## config.mk

```make
export PLATFORM = sky130hd
export DESIGN_NAME = crs_regset
export DESIGN_NICKNAME = d
export VERILOG_FILES = /design/src/crs_pkg.sv /design/src/crs_area_if.sv /design/src/crs_area_decode.sv /design/src/crs_regset.sv
export SDC_FILE = /design/constraint.sdc
export NUM_CORES = 2
export LEC_CHECK = 0
export ABC_AREA = 1
export BUFFER_PORTS_ARGS = -buffer_cell sky130_fd_sc_hd__buf_2
export CORE_MARGIN = 3
export CORE_UTILIZATION = 35
export CTS_BUF_LIST = sky130_fd_sc_hd__clkbuf_4 sky130_fd_sc_hd__clkbuf_8
export DETAILED_ROUTE_END_ITERATION = 6
export SYNTH_ARGS = -nofsm -noshare
export SYNTH_HDL_FRONTEND = slang
export SYNTH_SLANG_ARGS = --single-unit
```

## constraint.sdc

```tcl
create_clock -name clock -period 8.2 [get_ports clock]
set_input_delay 0.41 -clock clock [delete_from_list [all_inputs] [get_ports clock]]
set_output_delay 0.41 -clock clock [all_outputs]
set_load 0.03 [all_outputs]
```

## src/crs_pkg.sv

```systemverilog
/*
  Constants, register map, flag layout and types shared by the core register
  set and its address-area decoder. Assumes a 10 MHz single clock domain.
*/
// Notes on behaviour
// [RULE1] Two full banks of data, address and frame-base registers; bank flag picks one.
// [RULE2] Data registers are 16 bits, also seen as 32-bit pairs and 8-bit halves.
// [RULE3] Program counter and vector base hold 20 bits; stacks and flag word 16.
// [RULE4] An interrupt keeps the top 4 program-counter bits in the save area.
// [RULE5] Signed overflow of an operation sets the overflow flag.
// [RULE6] Negative result sets the sign flag; positive result clears it.
// [RULE7] A zero result sets the zero flag.
// [RULE8] With the debug flag set the program runs one instruction at a time.
// [RULE9] General and bit addressing reach only 00000H to 0FFFFH.
// [RULE10] Special addressing reaches the whole 1-Mbyte space.
// [RULE11] Immediates are 8 or 16 bits; absolute is 16 or 20 bits.
// [RULE12] Absolute and register-indirect bit addressing stay within 0 to 1FFFH.
// [RULE13] Bit base-relative reach 31, 255 or 8191; frame-relative -16 to +15.
// [RULE14] General frame-relative is -128 to +127; base-relative reaches 65534.
// [RULE15] Branch offsets: short +2 to +9, byte and word signed ranges.
// [RULE16] Stack-relative offset is signed 8 bits, move instruction only.
// [RULE17] Opcodes are variable length in 8-bit units; 91 instructions exist.
// [RULE18] Function-register area spans 00000H to 003FFH, packed from the top.
// [RULE19] RAM from 00400H upward, ROM down from FFFFFH, vectors FFE00H up.
// [RULE20] Single-chip mode reaches internal areas only.
// [RULE21] Memory expansion mode reaches internal areas and external memory.
// [RULE22] Microprocessor mode blocks internal ROM, allows external memory.
// [RULE23] Operation mode is bits 0 and 1 of the first mode register at 00004H.
// [RULE24] Bank switching touches only the seven banked registers.
package crs_pkg;
  // ==========================================================================
  // Widths and counts
  localparam int DATA_W = 16;
  localparam int ADDR_W = 20;
  localparam int BANKED_REGS = 7;
  localparam int OPCODE_UNIT_BITS = 8;
  localparam int INSN_COUNT = 91;
  localparam int CLOCK_HZ = 10000000;

  // ==========================================================================
  // Register map, byte offsets on the bus
  localparam logic [7:0] REG_R0 = 8'h00;
  localparam logic [7:0] REG_R1 = 8'h04;
  localparam logic [7:0] REG_R2 = 8'h08;
  localparam logic [7:0] REG_R3 = 8'h0C;
  localparam logic [7:0] REG_A0 = 8'h10;
  localparam logic [7:0] REG_A1 = 8'h14;
  localparam logic [7:0] REG_FB = 8'h18;
  localparam logic [7:0] REG_SB = 8'h1C;
  localparam logic [7:0] REG_USP = 8'h20;
  localparam logic [7:0] REG_ISP = 8'h24;
  localparam logic [7:0] REG_FLG = 8'h28;
  localparam logic [7:0] REG_PC = 8'h2C;
  localparam logic [7:0] REG_VECTOR_TABLE_BASE = 8'h30;
  localparam logic [7:0] REG_R2R0 = 8'h34;
  localparam logic [7:0] REG_R3R1 = 8'h38;
  localparam logic [7:0] REG_A1A0 = 8'h3C;
  localparam logic [7:0] REG_R0L = 8'h40;
  localparam logic [7:0] REG_R0H = 8'h44;
  localparam logic [7:0] REG_R1L = 8'h48;
  localparam logic [7:0] REG_R1H = 8'h4C;
  localparam logic [7:0] REG_MODE = 8'h50;
  localparam logic [7:0] REG_AGU_CMD = 8'h54;
  localparam logic [7:0] REG_AGU_RES = 8'h58;
  localparam logic [7:0] REG_SAVE = 8'h5C;
  localparam logic [7:0] REG_INSN = 8'h60;

  // ==========================================================================
  // Bank slots, flag bits and fields
  localparam logic [2:0] BK_R0 = 3'h0;
  localparam logic [2:0] BK_R1 = 3'h1;
  localparam logic [2:0] BK_R2 = 3'h2;
  localparam logic [2:0] BK_R3 = 3'h3;
  localparam logic [2:0] BK_A0 = 3'h4;
  localparam logic [2:0] BK_A1 = 3'h5;
  localparam logic [2:0] BK_FB = 3'h6;
  localparam int FLG_C = 0;
  localparam int FLG_D = 1;
  localparam int FLG_Z = 2;
  localparam int FLG_S = 3;
  localparam int FLG_B = 4;
  localparam int FLG_O = 5;
  localparam int FLG_I = 6;
  localparam int FLG_U = 7;
  localparam logic [15:0] FLG_RESET = 16'h0000;

  // ==========================================================================
  // Address map
  localparam logic [19:0] SFR_LO = 20'h00000;
  localparam logic [19:0] SFR_HI = 20'h003FF;
  localparam logic [19:0] MODE_REG_ADDR = 20'h00004;
  localparam logic [19:0] RAM_LO = 20'h00400;
  localparam logic [19:0] VEC_LO = 20'hFFE00;
  localparam logic [19:0] TOP_ADDR = 20'hFFFFF;
  localparam logic [19:0] GEN_LIMIT = 20'h0FFFF;
  localparam logic [15:0] BIT_LIMIT = 16'h1FFF;
  localparam logic [15:0] SB8_LIMIT = 16'h00FF;
  localparam logic [15:0] SB16_LIMIT = 16'hFFFE;
  localparam logic [15:0] BSB8_LIMIT = 16'h001F;
  localparam logic [15:0] BSB11_LIMIT = 16'h00FF;
  localparam logic [15:0] BSB16_LIMIT = 16'h1FFF;
  localparam logic [15:0] PCS_MIN = 16'h0002;
  localparam logic [15:0] PCS_MAX = 16'h0009;

  // ==========================================================================
  // Types
  typedef enum logic [1:0] {
    MODE_SINGLE = 2'b00,
    MODE_EXPAND = 2'b01,
    MODE_RESVD = 2'b10,
    MODE_MICRO = 2'b11
  } crs_mode_t;

  typedef enum logic [2:0] {
    AREA_SFR = 3'b000,
    AREA_RAM = 3'b001,
    AREA_ROM = 3'b010,
    AREA_VEC = 3'b011,
    AREA_EXT = 3'b100
  } crs_area_t;

  typedef enum logic [3:0] {
    AG_GEN_ABS = 4'h0,
    AG_GEN_AREL = 4'h1,
    AG_GEN_SB8 = 4'h2,
    AG_GEN_SB16 = 4'h3,
    AG_GEN_FB = 4'h4,
    AG_SPC_ABS = 4'h5,
    AG_SPC_SP = 4'h6,
    AG_PC_S = 4'h7,
    AG_PC_B = 4'h8,
    AG_PC_W = 4'h9,
    AG_BIT_ABS = 4'hA,
    AG_BIT_AIND = 4'hB,
    AG_BIT_SB8 = 4'hC,
    AG_BIT_SB11 = 4'hD,
    AG_BIT_SB16 = 4'hE,
    AG_BIT_FB = 4'hF
  } crs_agmode_t;
endpackage : crs_pkg

```

## src/crs_area_if.sv

```systemverilog
/*
  Carrier between the register set and its area decoder: an address and the
  active operation mode go in, the area class and an access verdict come out.
*/
`timescale 1ns/1ps
`default_nettype none
interface crs_area_if;
  import crs_pkg::*;
  logic [19:0] addr;
  crs_mode_t mode;
  crs_area_t area;
  logic allowed;
  modport requester (output addr, output mode, input area, input allowed);
  modport decoder (input addr, input mode, output area, output allowed);
endinterface : crs_area_if
`default_nettype wire

```

## src/crs_area_decode.sv

```systemverilog
/*
  Area decoder for the 1-Mbyte map. Purely combinational; the size of the
  internal RAM and ROM are parameters because they differ between parts.
*/
`timescale 1ns/1ps
`default_nettype none
module crs_area_decode
  import crs_pkg::*;
#(
  parameter int RAM_BYTES = 10240,
  parameter int ROM_BYTES = 65536
) (
  crs_area_if.decoder port
);
  localparam logic [19:0] RAM_HI = RAM_LO + 20'(RAM_BYTES - 1);
  localparam logic [19:0] ROM_LO = TOP_ADDR - 20'(ROM_BYTES - 1);

  if (RAM_BYTES < 1 || ROM_BYTES < 512 || RAM_HI >= ROM_LO) begin : g_bad_size
    $error("crs_area_decode: RAM and ROM sizes overlap or are out of range");
  end

  // ==========================================================================
  // Area class and per-mode verdict
  always_comb begin
    if (port.addr <= SFR_HI) begin
      port.area = AREA_SFR; // [RULE18]
    end else if (port.addr >= RAM_LO && port.addr <= RAM_HI) begin
      port.area = AREA_RAM; // [RULE19]
    end else if (port.addr >= VEC_LO) begin
      port.area = AREA_VEC; // [RULE19]
    end else if (port.addr >= ROM_LO) begin
      port.area = AREA_ROM; // [RULE19]
    end else begin
      port.area = AREA_EXT;
    end
    case (port.mode)
      MODE_EXPAND: port.allowed = 1'b1; // [RULE21]
      // The vector area sits inside ROM, so it is blocked with it.
      MODE_MICRO: port.allowed = (port.area != AREA_ROM) && (port.area != AREA_VEC); // [RULE22]
      default: port.allowed = (port.area != AREA_EXT); // [RULE20]
    endcase
  end
endmodule : crs_area_decode
`default_nettype wire

```

## src/crs_regset.sv

```systemverilog
/*
  Core register set: two banks of general registers, shared control registers,
  flag word, operation mode, an effective-address unit and an instruction-length
  tracker, all visible to software over an AHB-Lite slave port.
  Assumes a single 10 MHz clock, a synchronous active-low reset and a master
  that leaves a data phase empty of new address phases (zero-wait slave).
*/
// Design decisions made here: register access over AHB-Lite and the placing of the registers.
`timescale 1ns/1ps
`default_nettype none
module crs_regset
  import crs_pkg::*;
#(
  parameter int RAM_BYTES = 10240,
  parameter int ROM_BYTES = 65536
) (
  input wire logic clock,
  input wire logic rst_n,
  input wire logic hsel,
  input wire logic [31:0] haddr,
  input wire logic [1:0] htrans,
  input wire logic hwrite,
  input wire logic [2:0] hsize,
  input wire logic [31:0] hwdata,
  input wire logic hready,
  output logic [31:0] hrdata,
  output logic hreadyout,
  output logic hresp,
  input wire logic intEvent,
  input wire logic aluValid,
  input wire logic aluWide,
  input wire logic [15:0] aluResult,
  input wire logic aluOverflow,
  input wire logic opUnitValid,
  input wire logic insnDone,
  output logic stepBreak,
  output logic singleStep,
  output logic bankSel,
  output logic [1:0] opMode,
  output logic [15:0] flagWord
);
  // ==========================================================================
  // State
  typedef struct packed {
    logic [1:0][6:0][15:0] bank;
    logic [15:0] sb;
    logic [15:0] user_stack_pointer;
    logic [15:0] interrupt_stack_pointer;
    logic [15:0] flag_word;
    logic [19:0] pc;
    logic [19:0] vector_table_base;

    logic [1:0] mode;
    logic [31:0] aguCmd;

    logic [3:0] savePcHi;
    logic [15:0] saveFlg;
    logic [7:0] unitCnt;
    logic [7:0] insnLen;

    logic stepBreak;
    // A write waits one cycle for its data.
    logic wrPend;
    logic [7:0] wrAddr;
    logic [31:0] rdata;
  } crs_state_t;

  crs_state_t st_ff;
  crs_state_t nxt_st;

  crs_area_if areaBus ();

  crs_area_decode #(
    .RAM_BYTES(RAM_BYTES),
    .ROM_BYTES(ROM_BYTES)
  ) u_area (
    .port(areaBus.decoder)
  );

  if (RAM_BYTES < 1 || ROM_BYTES < 1) begin : g_bad_size
    $error("crs_regset: memory sizes must be positive");
  end

  // ==========================================================================
  // Helpers
  function automatic logic [19:0] sext16(input logic [15:0] v);
    return {{4{v[15]}}, v};
  endfunction : sext16

  function automatic logic [19:0] sext8(input logic [15:0] v);
    return {{12{v[7]}}, v[7:0]};
  endfunction : sext8

  function automatic logic fitsSigned(input logic [15:0] v, input int bits);
    logic ok;

    ok = 1'b1;
    for (int i = 0; i < 16; i++) begin
      if (i >= bits - 1 && v[i] != v[15]) begin
        ok = 1'b0;
      end
    end
    return ok;
  endfunction : fitsSigned

  // ==========================================================================
  // Effective-address unit
  logic bnk;
  logic [15:0] disp;
  logic [15:0] aSel;
  logic [15:0] fbCur;
  logic [15:0] spCur;
  logic [19:0] ea;
  logic rangeErr;
  crs_agmode_t agMode;

  // Banked views index by the live bank flag.
  assign bnk = st_ff.flag_word[FLG_B]; // [RULE1]
  assign disp = st_ff.aguCmd[31:16];
  assign agMode = crs_agmode_t'(st_ff.aguCmd[3:0]);
  assign aSel = st_ff.aguCmd[4] ? st_ff.bank[bnk][BK_A1] : st_ff.bank[bnk][BK_A0];
  assign fbCur = st_ff.bank[bnk][BK_FB];
  assign spCur = st_ff.flag_word[FLG_U] ? st_ff.user_stack_pointer : st_ff.interrupt_stack_pointer;

  always_comb begin
    ea = 20'h00000;
    rangeErr = 1'b0;
    // A range error flags the offset; the address is still formed.
    case (agMode)
      // General forms stay inside the first 64-Kbyte page.
      AG_GEN_ABS: ea = {4'h0, disp}; // [RULE9] [RULE11]
      AG_GEN_AREL: ea = {4'h0, 16'(aSel + disp)}; // [RULE9]
      AG_GEN_SB8: begin
        ea = {4'h0, 16'(st_ff.sb + disp)};
        rangeErr = disp > SB8_LIMIT; // [RULE14]
      end
      AG_GEN_SB16: begin
        ea = {4'h0, 16'(st_ff.sb + disp)};
        rangeErr = disp > SB16_LIMIT; // [RULE14]
      end
      AG_GEN_FB: begin
        ea = {4'h0, 16'(fbCur + disp)};
        rangeErr = !fitsSigned(disp, 8); // [RULE14]
      end

      AG_SPC_ABS: ea = {st_ff.aguCmd[11:8], disp}; // [RULE10] [RULE11]
      AG_SPC_SP: begin
        ea = 20'({4'h0, spCur} + sext16(disp)); // [RULE10]
        rangeErr = !fitsSigned(disp, 8); // [RULE16]
      end

      AG_PC_S: begin
        ea = 20'(st_ff.pc + {4'h0, disp}); // [RULE15]
        rangeErr = disp < PCS_MIN || disp > PCS_MAX; // [RULE15]
      end
      AG_PC_B: begin
        ea = 20'(st_ff.pc + sext8(disp));
        rangeErr = !fitsSigned(disp, 8); // [RULE15]
      end
      AG_PC_W: ea = 20'(st_ff.pc + sext16(disp)); // [RULE15]

      // Bit forms give the byte address; the bit index rides along.
      AG_BIT_ABS: begin
        ea = {4'h0, disp};
        rangeErr = disp > BIT_LIMIT; // [RULE12]
      end
      AG_BIT_AIND: begin
        ea = {4'h0, aSel};
        rangeErr = aSel > BIT_LIMIT; // [RULE12]
      end
      AG_BIT_SB8: begin
        ea = {4'h0, 16'(st_ff.sb + disp)};
        rangeErr = disp > BSB8_LIMIT; // [RULE13]
      end
      AG_BIT_SB11: begin
        ea = {4'h0, 16'(st_ff.sb + disp)};
        rangeErr = disp > BSB11_LIMIT; // [RULE13]
      end
      AG_BIT_SB16: begin
        ea = {4'h0, 16'(st_ff.sb + disp)};
        rangeErr = disp > BSB16_LIMIT; // [RULE13]
      end
      AG_BIT_FB: begin
        ea = {4'h0, 16'(fbCur + disp)};
        rangeErr = !fitsSigned(disp, 5); // [RULE13]
      end
      default: ea = 20'h00000;
    endcase
  end

  // Each formed address is judged against the active mode.
  assign areaBus.addr = ea;
  assign areaBus.mode = crs_mode_t'(st_ff.mode); // [RULE23]

  // ==========================================================================
  // Next state
  logic addrPhase;
  logic [31:0] rv;
  logic [15:0] res;

  assign addrPhase = hsel && htrans[1] && hready;

  always_comb begin
    nxt_st = st_ff;
    rv = 32'h00000000;
    res = 16'h0000;

    // Read data is captured in the address phase, so it stands in the data phase.
    case (haddr[7:0])
      REG_R0: rv = {16'h0000, st_ff.bank[bnk][BK_R0]};
      REG_R1: rv = {16'h0000, st_ff.bank[bnk][BK_R1]};
      REG_R2: rv = {16'h0000, st_ff.bank[bnk][BK_R2]};
      REG_R3: rv = {16'h0000, st_ff.bank[bnk][BK_R3]};
      REG_A0: rv = {16'h0000, st_ff.bank[bnk][BK_A0]};
      REG_A1: rv = {16'h0000, st_ff.bank[bnk][BK_A1]};
      REG_FB: rv = {16'h0000, st_ff.bank[bnk][BK_FB]};

      REG_SB: rv = {16'h0000, st_ff.sb};
      REG_USP: rv = {16'h0000, st_ff.user_stack_pointer};
      REG_ISP: rv = {16'h0000, st_ff.interrupt_stack_pointer};
      REG_FLG: rv = {16'h0000, st_ff.flag_word};
      REG_PC: rv = {12'h000, st_ff.pc}; // [RULE3]
      REG_VECTOR_TABLE_BASE: rv = {12'h000, st_ff.vector_table_base}; // [RULE3]

      // Pair and byte views of the current bank.
      REG_R2R0: rv = {st_ff.bank[bnk][BK_R2], st_ff.bank[bnk][BK_R0]}; // [RULE2]
      REG_R3R1: rv = {st_ff.bank[bnk][BK_R3], st_ff.bank[bnk][BK_R1]}; // [RULE2]
      REG_A1A0: rv = {st_ff.bank[bnk][BK_A1], st_ff.bank[bnk][BK_A0]};
      REG_R0L: rv = {24'h000000, st_ff.bank[bnk][BK_R0][7:0]}; // [RULE2]
      REG_R0H: rv = {24'h000000, st_ff.bank[bnk][BK_R0][15:8]};
      REG_R1L: rv = {24'h000000, st_ff.bank[bnk][BK_R1][7:0]};
      REG_R1H: rv = {24'h000000, st_ff.bank[bnk][BK_R1][15:8]};

      REG_MODE: rv = {30'h00000000, st_ff.mode};
      REG_AGU_CMD: rv = st_ff.aguCmd;
      REG_AGU_RES: rv = {4'h0, !areaBus.allowed, areaBus.area, rangeErr,
                         st_ff.aguCmd[7:5], ea};
      REG_SAVE: rv = {12'h000, st_ff.savePcHi, st_ff.saveFlg};
      REG_INSN: rv = {16'h0000, st_ff.unitCnt, st_ff.insnLen};
      default: rv = 32'h00000000;
    endcase
    if (addrPhase && !hwrite) begin
      nxt_st.rdata = rv;
    end

    nxt_st.wrPend = addrPhase && hwrite;
    nxt_st.wrAddr = haddr[7:0];

    // Software writes land first so that hardware events below win the cycle.
    if (st_ff.wrPend) begin
      case (st_ff.wrAddr)
        REG_R0: nxt_st.bank[bnk][BK_R0] = hwdata[15:0]; // [RULE1]
        REG_R1: nxt_st.bank[bnk][BK_R1] = hwdata[15:0];
        REG_R2: nxt_st.bank[bnk][BK_R2] = hwdata[15:0];
        REG_R3: nxt_st.bank[bnk][BK_R3] = hwdata[15:0];
        REG_A0: nxt_st.bank[bnk][BK_A0] = hwdata[15:0];
        REG_A1: nxt_st.bank[bnk][BK_A1] = hwdata[15:0];
        REG_FB: nxt_st.bank[bnk][BK_FB] = hwdata[15:0];

        REG_SB: nxt_st.sb = hwdata[15:0];
        REG_USP: nxt_st.user_stack_pointer = hwdata[15:0];
        REG_ISP: nxt_st.interrupt_stack_pointer = hwdata[15:0];
        // Flipping the bank flag only moves the bank index; shared state stays.
        REG_FLG: nxt_st.flag_word = hwdata[15:0]; // [RULE24]
        REG_PC: nxt_st.pc = hwdata[19:0]; // [RULE3]
        REG_VECTOR_TABLE_BASE: nxt_st.vector_table_base = hwdata[19:0]; // [RULE3]

        REG_R2R0: begin
          nxt_st.bank[bnk][BK_R0] = hwdata[15:0]; // [RULE2]
          nxt_st.bank[bnk][BK_R2] = hwdata[31:16];
        end
        REG_R3R1: begin
          nxt_st.bank[bnk][BK_R1] = hwdata[15:0]; // [RULE2]
          nxt_st.bank[bnk][BK_R3] = hwdata[31:16];
        end
        REG_A1A0: begin
          nxt_st.bank[bnk][BK_A0] = hwdata[15:0];
          nxt_st.bank[bnk][BK_A1] = hwdata[31:16];
        end
        REG_R0L: nxt_st.bank[bnk][BK_R0][7:0] = hwdata[7:0]; // [RULE2]
        REG_R0H: nxt_st.bank[bnk][BK_R0][15:8] = hwdata[7:0];
        REG_R1L: nxt_st.bank[bnk][BK_R1][7:0] = hwdata[7:0];
        REG_R1H: nxt_st.bank[bnk][BK_R1][15:8] = hwdata[7:0];

        // Result, save and length words are read only.
        REG_MODE: nxt_st.mode = hwdata[1:0]; // [RULE23]
        REG_AGU_CMD: nxt_st.aguCmd = hwdata;
        default: nxt_st.mode = st_ff.mode;
      endcase
    end

    // ========================================================================
    // Operation results update the condition flags.
    if (aluValid) begin
      res = aluWide ? aluResult : {8'h00, aluResult[7:0]};
      nxt_st.flag_word[FLG_O] = aluOverflow; // [RULE5]
      nxt_st.flag_word[FLG_S] = aluWide ? res[15] : res[7]; // [RULE6]
      nxt_st.flag_word[FLG_Z] = (res == 16'h0000); // [RULE7]
    end

    // The save area keeps the flag word and the PC bits the stack frame lacks.
    if (intEvent) begin
      nxt_st.savePcHi = st_ff.pc[19:16]; // [RULE4]
      nxt_st.saveFlg = st_ff.flag_word;
    end

    // ========================================================================
    // Instruction length in opcode units and the single-step break.
    // The break pulse lasts one cycle.
    nxt_st.stepBreak = 1'b0;
    if (insnDone) begin
      nxt_st.insnLen = 8'(st_ff.unitCnt + {7'h00, opUnitValid}); // [RULE17]
      nxt_st.unitCnt = 8'h00;
      nxt_st.stepBreak = st_ff.flag_word[FLG_D]; // [RULE8]
    end else if (opUnitValid) begin
      nxt_st.unitCnt = 8'(st_ff.unitCnt + 8'h01); // [RULE17]
    end
  end

  // Flag-word and mode reset values come from the package; all else clears to zero.
  always_ff @(posedge clock) begin
    if (!rst_n) begin
      st_ff <= '0;
      st_ff.flag_word <= FLG_RESET;
      st_ff.mode <= MODE_SINGLE;
    end else begin
      st_ff <= nxt_st;
    end
  end

  // ==========================================================================
  // Outputs
  assign hrdata = st_ff.rdata;
  // Zero wait states; every answer is OKAY.
  assign hreadyout = 1'b1;
  assign hresp = 1'b0;

  assign stepBreak = st_ff.stepBreak;
  assign singleStep = st_ff.flag_word[FLG_D]; // [RULE8]
  assign bankSel = st_ff.flag_word[FLG_B];
  assign opMode = st_ff.mode;
  assign flagWord = st_ff.flag_word;
endmodule : crs_regset
`default_nettype wire

```

After elaboration in Yosys (flattened, before gate mapping)
Index checks and enable logic that the tools add are counted.
Widths: inputs -> output; s select.
{"block": "totals", "in_bits": 96, "wordCells": 251, "reg_bits": 440}
{"block": "classes", "n_eq_ne": 76, "reduce_logical": 38, "addsub": 9, "n_lt_le_gt_ge": 14, "bitwise_logic": 1, "muxes": 82}
{"cell": "$bwmux 224", "n": 14}
{"cell": "$pmux 224 s14", "n": 1}
{"cell": "$demux 112 s1", "n": 11}
{"cell": "$pmux 32 s25", "n": 1}
{"cell": "$mux 112", "n": 3}
{"cell": "$pmux 20 s10", "n": 1}
{"cell": "$mux 80", "n": 2}
{"cell": "$eq 8x6->1 const B", "n": 16}
{"cell": "$eq 8x7->1 const B", "n": 15}
{"cell": "$mux 32", "n": 3}
{"cell": "$mux 96", "n": 1}
{"cell": "$mux 16", "n": 5}
{"cell": "$eq 8x5->1 const B", "n": 8}
{"cell": "$mux 64", "n": 1}
{"cell": "$add 16x16->16", "n": 3}
{"cell": "$mux 48", "n": 1}
{"cell": "$add 20x20->20", "n": 2}
{"cell": "$ge 20x20->1 const B", "n": 2}
{"cell": "$mux 20", "n": 2}
{"cell": "$eq 4x4->1 const B", "n": 8}
{"cell": "$eq 8x4->1 const B", "n": 4}
{"cell": "$gt 16x13->1 const B", "n": 2}
{"cell": "$mux 1", "n": 25}
{"cell": "$mux 24", "n": 1}
{"cell": "41 further kinds", "n": 88}

Longest topological paths before layout
{"block": "depth", "word_depth": 16, "ltp_mapped": 32, "mapped_depth_nobuf": 29}

By module
From an unflattened synthesis, not the netlist that was laid out.
{"block": "hier_totals", "cells_unflattened": 6462, "hier_area_um2": 38241.7}
{"module": "crs_regset", "seq_area_each_um2": 8808.4, "area_each_um2": 38104.0, "instances": 1, "cells_each": 6437}
{"module": "crs_area_decode", "seq_area_each_um2": 0.0, "area_each_um2": 137.6, "instances": 1, "cells_each": 25}

Worst setup path before layout
No wires, ideal clock.
{"block": "synth_timing", "path_type": "reg-to-reg", "from": "register st_ff (netlist bit flagWord[4])", "to": "register st_ff (netlist bit hrdata[27])", "path_slack_ps": 4323, "setup_time_ps": 132, "path_stages_with_launch": 29, "arrival_time_ps": 3744, "cell_sequence": "dfxtp_1 buf_2 buf_2 buf_4 buf_2 clkbuf_1 nand2_1 o21ai_0 nand2_1 a22oi_1 ha_1 or2_2 and2_1 nand2_1 nand3_1 nand2_1 nand3_1 nand2_1 nor2_1 nor2_1 nand2_1 nor2_1 o21ai_1 nand2_1 nand2_1 nand3_1 nand2_1 nand2_1 a21oi_1"}
{"block": "synth_via", "elab_chain_len": 15, "word_cells_on_any_way": 23, "cone_classes": "add/sub: 2; order compare: 5; eq/ne: 3; mux: 10; reduce/logical: 3"}
{"item": "start, declared", "line": "crs_regset.sv:68", "rtl": "crs_state_t st_ff;"}
{"item": "start signal, assigned", "line": "crs_regset.sv:327", "rtl": "st_ff <= nxt_st;"}
{"item": "$mux 112 (*) (2 in series)"}
{"item": "$mux 16", "line": "crs_regset.sv:121", "rtl": "assign aSel = st_ff.aguCmd[4] ? st_ff.bank[bnk][BK_A1] : st_ff.bank[bnk][BK_A0];"}
{"item": "$add 16x16->16", "line": "crs_regset.sv:132", "rtl": "AG_GEN_AREL: ea = {4'h0, 16'(aSel + disp)};"}
{"item": "$pmux 20 s10", "line": "crs_regset.sv:129", "rtl": "case (agMode)"}
{"item": "$ge 20x20->1", "line": "crs_area_decode.sv:31", "rtl": "end else if (port.addr >= ROM_LO) begin"}
{"item": "$mux 3", "line": "crs_area_decode.sv:31"}
{"item": "$mux 3", "line": "crs_area_decode.sv:29", "rtl": "end else if (port.addr >= VEC_LO) begin"}
{"item": "$mux 3", "line": "crs_area_decode.sv:27", "rtl": "end else if (port.addr >= RAM_LO && port.addr <= RAM_HI) begin"}
{"item": "$mux 3", "line": "crs_area_decode.sv:25", "rtl": "if (port.addr <= SFR_HI) begin"}
{"item": "$ne 3x2->1", "line": "crs_area_decode.sv:39", "rtl": "MODE_MICRO: port.allowed = (port.area != AREA_ROM) && (port.area != AREA_VEC);"}
{"item": "$logic_and 1x1->1", "line": "crs_area_decode.sv:39"}
{"item": "$pmux 1 s2", "line": "crs_area_decode.sv:36", "rtl": "case (port.mode)"}
{"item": "$logic_not 1->1", "line": "crs_regset.sv:236", "rtl": "REG_AGU_RES: rv = {4'h0, !areaBus.allowed, areaBus.area, rangeErr,"}
{"item": "$pmux 32 s25 (*)", "line": "crs_regset.sv:209", "rtl": "case (haddr[7:0])"}
Every way passes the cells marked *; elsewhere a longest branch is shown, timed or not. The select of a mux whose other input is x is not followed.
A chain may end at the register's enable or synchronous reset.

Final worst setup path
Same ends and word-level chain as after synthesis.

==> flow_summary_export.csv <==
group,metric,value,unit
route,drc,1,
critical_path,end_kind,"register",
yosys,ys_types,59,
floorplanning,die_x,284.8,um
yosys,ys.flop_type,"dfxtp_1",
critical_path,cp_max_fo,83,
critical_path,critPathLaunchType,"register",
yosys,ys_warn_count,0,
global_routing,grt_overflow,0,
floorplanning,die_h,284.8,um
yosys,avgSynthCellArea,6.548,um^2
global_routing,grt_max_degree,167,
sta,tightestPinTransition,1.341,ns
run_status,violations,"DRC",
sta,clock_skew,0.02912,ns
yosys,ys_ff_latch,440,
clock_network,cts_buffers,78,
floorplanning,die-area,81090,um^2
layout,final_common_cell,"nand2_1",
clock_network,clockBufferDepth,3,
clock_network,htree_num_levels,3,
sta,drv_slew,0,
place,gp_congestion,1.032,
place,hpwl,101.0,mm
layout,instances_no_fill,5209,
route,avgViaCountPerCell,5.844,
run_status,status,"finished, violations left",
clock_network,clk_pin_slew,0.06,ns
sta,holdWs,0.04402,ns
clock_network,root_buffer,"clkbuf_8",
yosys,syn_inst,4154,
yosys,synth_area,27200,um^2
global_routing,grt_first_pass_wirelength,193.9,mm
sta,hold_viol,0,
place,placed_cells,5059,
sta,setup_viol,0,
route,dr.first_iter.drc_count,4209,
pwr,total_power,4563,uW
route,avgRoutedWirePerCell,25.98,um
global_routing,grt_usage,32.22,%
layout,fin_nets,4277,
global_routing,grt_pass1_vias,27540,
sta,max_freq,180.9,MHz
layout,final_util,39.12,%
clock_network,cts_tree,"built",
layout,n_fill_cell,8326,
sta,slew-limit-headroom,9.683,%
pwr,peakVddDrop,0.1396,mV
layout,syn2layout_area_growth,9.973,%
floorplanning,core,76450,um^2
yosys,synth_edf_count,0,
route,routed-via-count,30440,
clock_network,numClockSinks,440,
critical_path,worstPathArrival,6.05,ns
yosys,async_flop_share,0,%
route,antenna_left,0,
global_routing,grt_antenna_before_repair,5,
floorplanning,start_util,35.57,%
job,cap_violations,0,
sta,fin_crit_sh,67.41,%
pwr,leakagePower,0.01157,uW
sta,period_needed,5.528,ns
layout,drive_gt1_share,9.004,%
sta,tns,0,ns
layout,final_cell_mix,"844 x nand2_1, 439 x dfxtp_1, 436 x nor2_1",
sta,grt_setup_unrepaired,"false",
worst_hold_path,hp-class,"in2reg",
yosys,yosysSeqAreaShare,32.39,%
pwr,power_density,152.5,nW/um^2
yosys,syn-num-nets,4309,
place,port_buffers,120,
clock_network,clk_latency,0.68,ns
route,wl,135.3,mm
critical_path,critical_path_class,"reg2reg",
clock_network,ctsResizeCount,0,
floorplanning,rows,101,
critical_path,required,8.72,ns
route,first_pass_iters,7,
floorplanning,io_pins,151,
[routing by layer]
layer | wire [um] | part of all wire [%] | vias up | track usage [%]
met5 | 26 | 0.019 | - | 0
met4 | 10040 | 7.4 | 4 | 20.51
met3 | 12970 | 9.6 | 344 | 6.827
met2 | 57740 | 43 | 1577 | 48.85
met1 | 54530 | 40 | 14370 | 41.55
li1 | - | - | 14150 | -
[report_power, final]
part / switching [uW] / total (uW) / internal, uW
clock: 977 / 2190 / 1210
combinational: 174 / 220 / 46.3
sequential: 7.82 / 2160 / 2150
[repair_timing]
action	4_1_cts	5_1_grt
setup buffers	0	0
endpoints found under the hold margin	12	0
hold buffers	13	0
[Yosys cell counts (7+ instances only)]
cell type  instances  share of area, %
a2bb2oi_1         33               1.1
nand4_1           28              0.64
ha_1              56               2.6
nand3b_1           8              0.22
clkbuf_1         183               2.5
or2_2             19              0.44
buf_2             47              0.86
o211ai_1          69               1.9
a21oi_1          413               7.6
a32oi_1           17              0.55
nor3_1            70               1.3
buf_1              8              0.11
a221oi_1          61               2.0
a22oi_1           54               1.5
dfxtp_1          440                32
nor4_1            26              0.60
a22o_1            12              0.39
buf_4             56               1.5
a211oi_1          34              0.94
a31oi_1            9              0.21
nand3_1          147               2.7
o221ai_1           7              0.23
nand2_1          845                12
o22ai_1          135               3.1
nor2_2             7              0.16
nor2_1           443               6.1
o21ai_0          379               7.0
inv_2             10              0.14
o2bb2ai_1          8              0.26
o2111ai_1         27              0.87
inv_1            417               5.8
[cell families (layout without fill, tap and decap cells)]
family | after synthesis | in the layout | synth area share, %
mux | 4 | 4 | 0.1472
simple gates | 1618 | 1618 | 24.65
compound gates | 1291 | 1291 | 28.51
buf+inv | 728 | 750 | 11.10
xor+xnor | 12 | 12 | 0.3864
fa+ha+maj | 59 | 59 | 2.797
other cells | 2 | 5 | 0.02761
flops | 440 | 440 | 32.39
[worst max-delay path, stage by stage (launching register included)]
cell      delay, ns
dfxtp_4        0.81
buf_4          0.71
o21ai_0        0.63
nand2_1        0.17
o21ai_0        0.17
nand2_1        0.12
o211ai_1       0.24
ha_1           0.47
a21oi_1        0.22
o21ai_0        0.17
a21oi_1        0.21
nand2_1        0.07
nand2_1        0.06
a21oi_1        0.05
nor2_1         0.35
nand3_1        0.12
nor2_1         0.18
o21ai_1        0.10
nand2_1        0.11
nand2_1        0.06
nand3_1        0.06
nand2_1        0.05
nand2_1        0.10
a21oi_1        0.06
[final timing paths]
check | slack, ns | endpoint | cells after the start | start
hold reg to reg | 0.46 | register | 2 | register
setup reg to reg | 2.67 | hrdata[27] | 23 | flagWord[4]
hold / removal | 0.04 | flagWord[5] | 3 | aluValid
setup / recovery | 2.67 | hrdata[27] | 23 | flagWord[4]
[metrics by stage]
| step | setup WS [ns] | area [um^2] |
|---|---|---|
| 3_5_place_dp | 2.921 | 28160 |
| 4_1_cts | 2.912 | 29900 |
| 5_1_grt | 2.308 | 29910 |
| 2_1_floorplan | 4.323 | 27200 |
| 6_report | 2.672 | 29910 |
| 3_3_place_gp | 2.963 | 28160 |
[layout make-up]
class                      instances  area, um^2  area share, %
timing repair buffer             185        1149          3.840
multi-input combinational       2986       15410          51.51
tap                             1030        1289          4.309
sequential                       440        8812          29.46
inverter                         431        1628          5.442
antenna                            3       7.507        0.02510
clock inverter                    10       86.33         0.2886
clock buffer                     124        1531          5.120
Note: power is estimated with default switching activity, not from simulation.
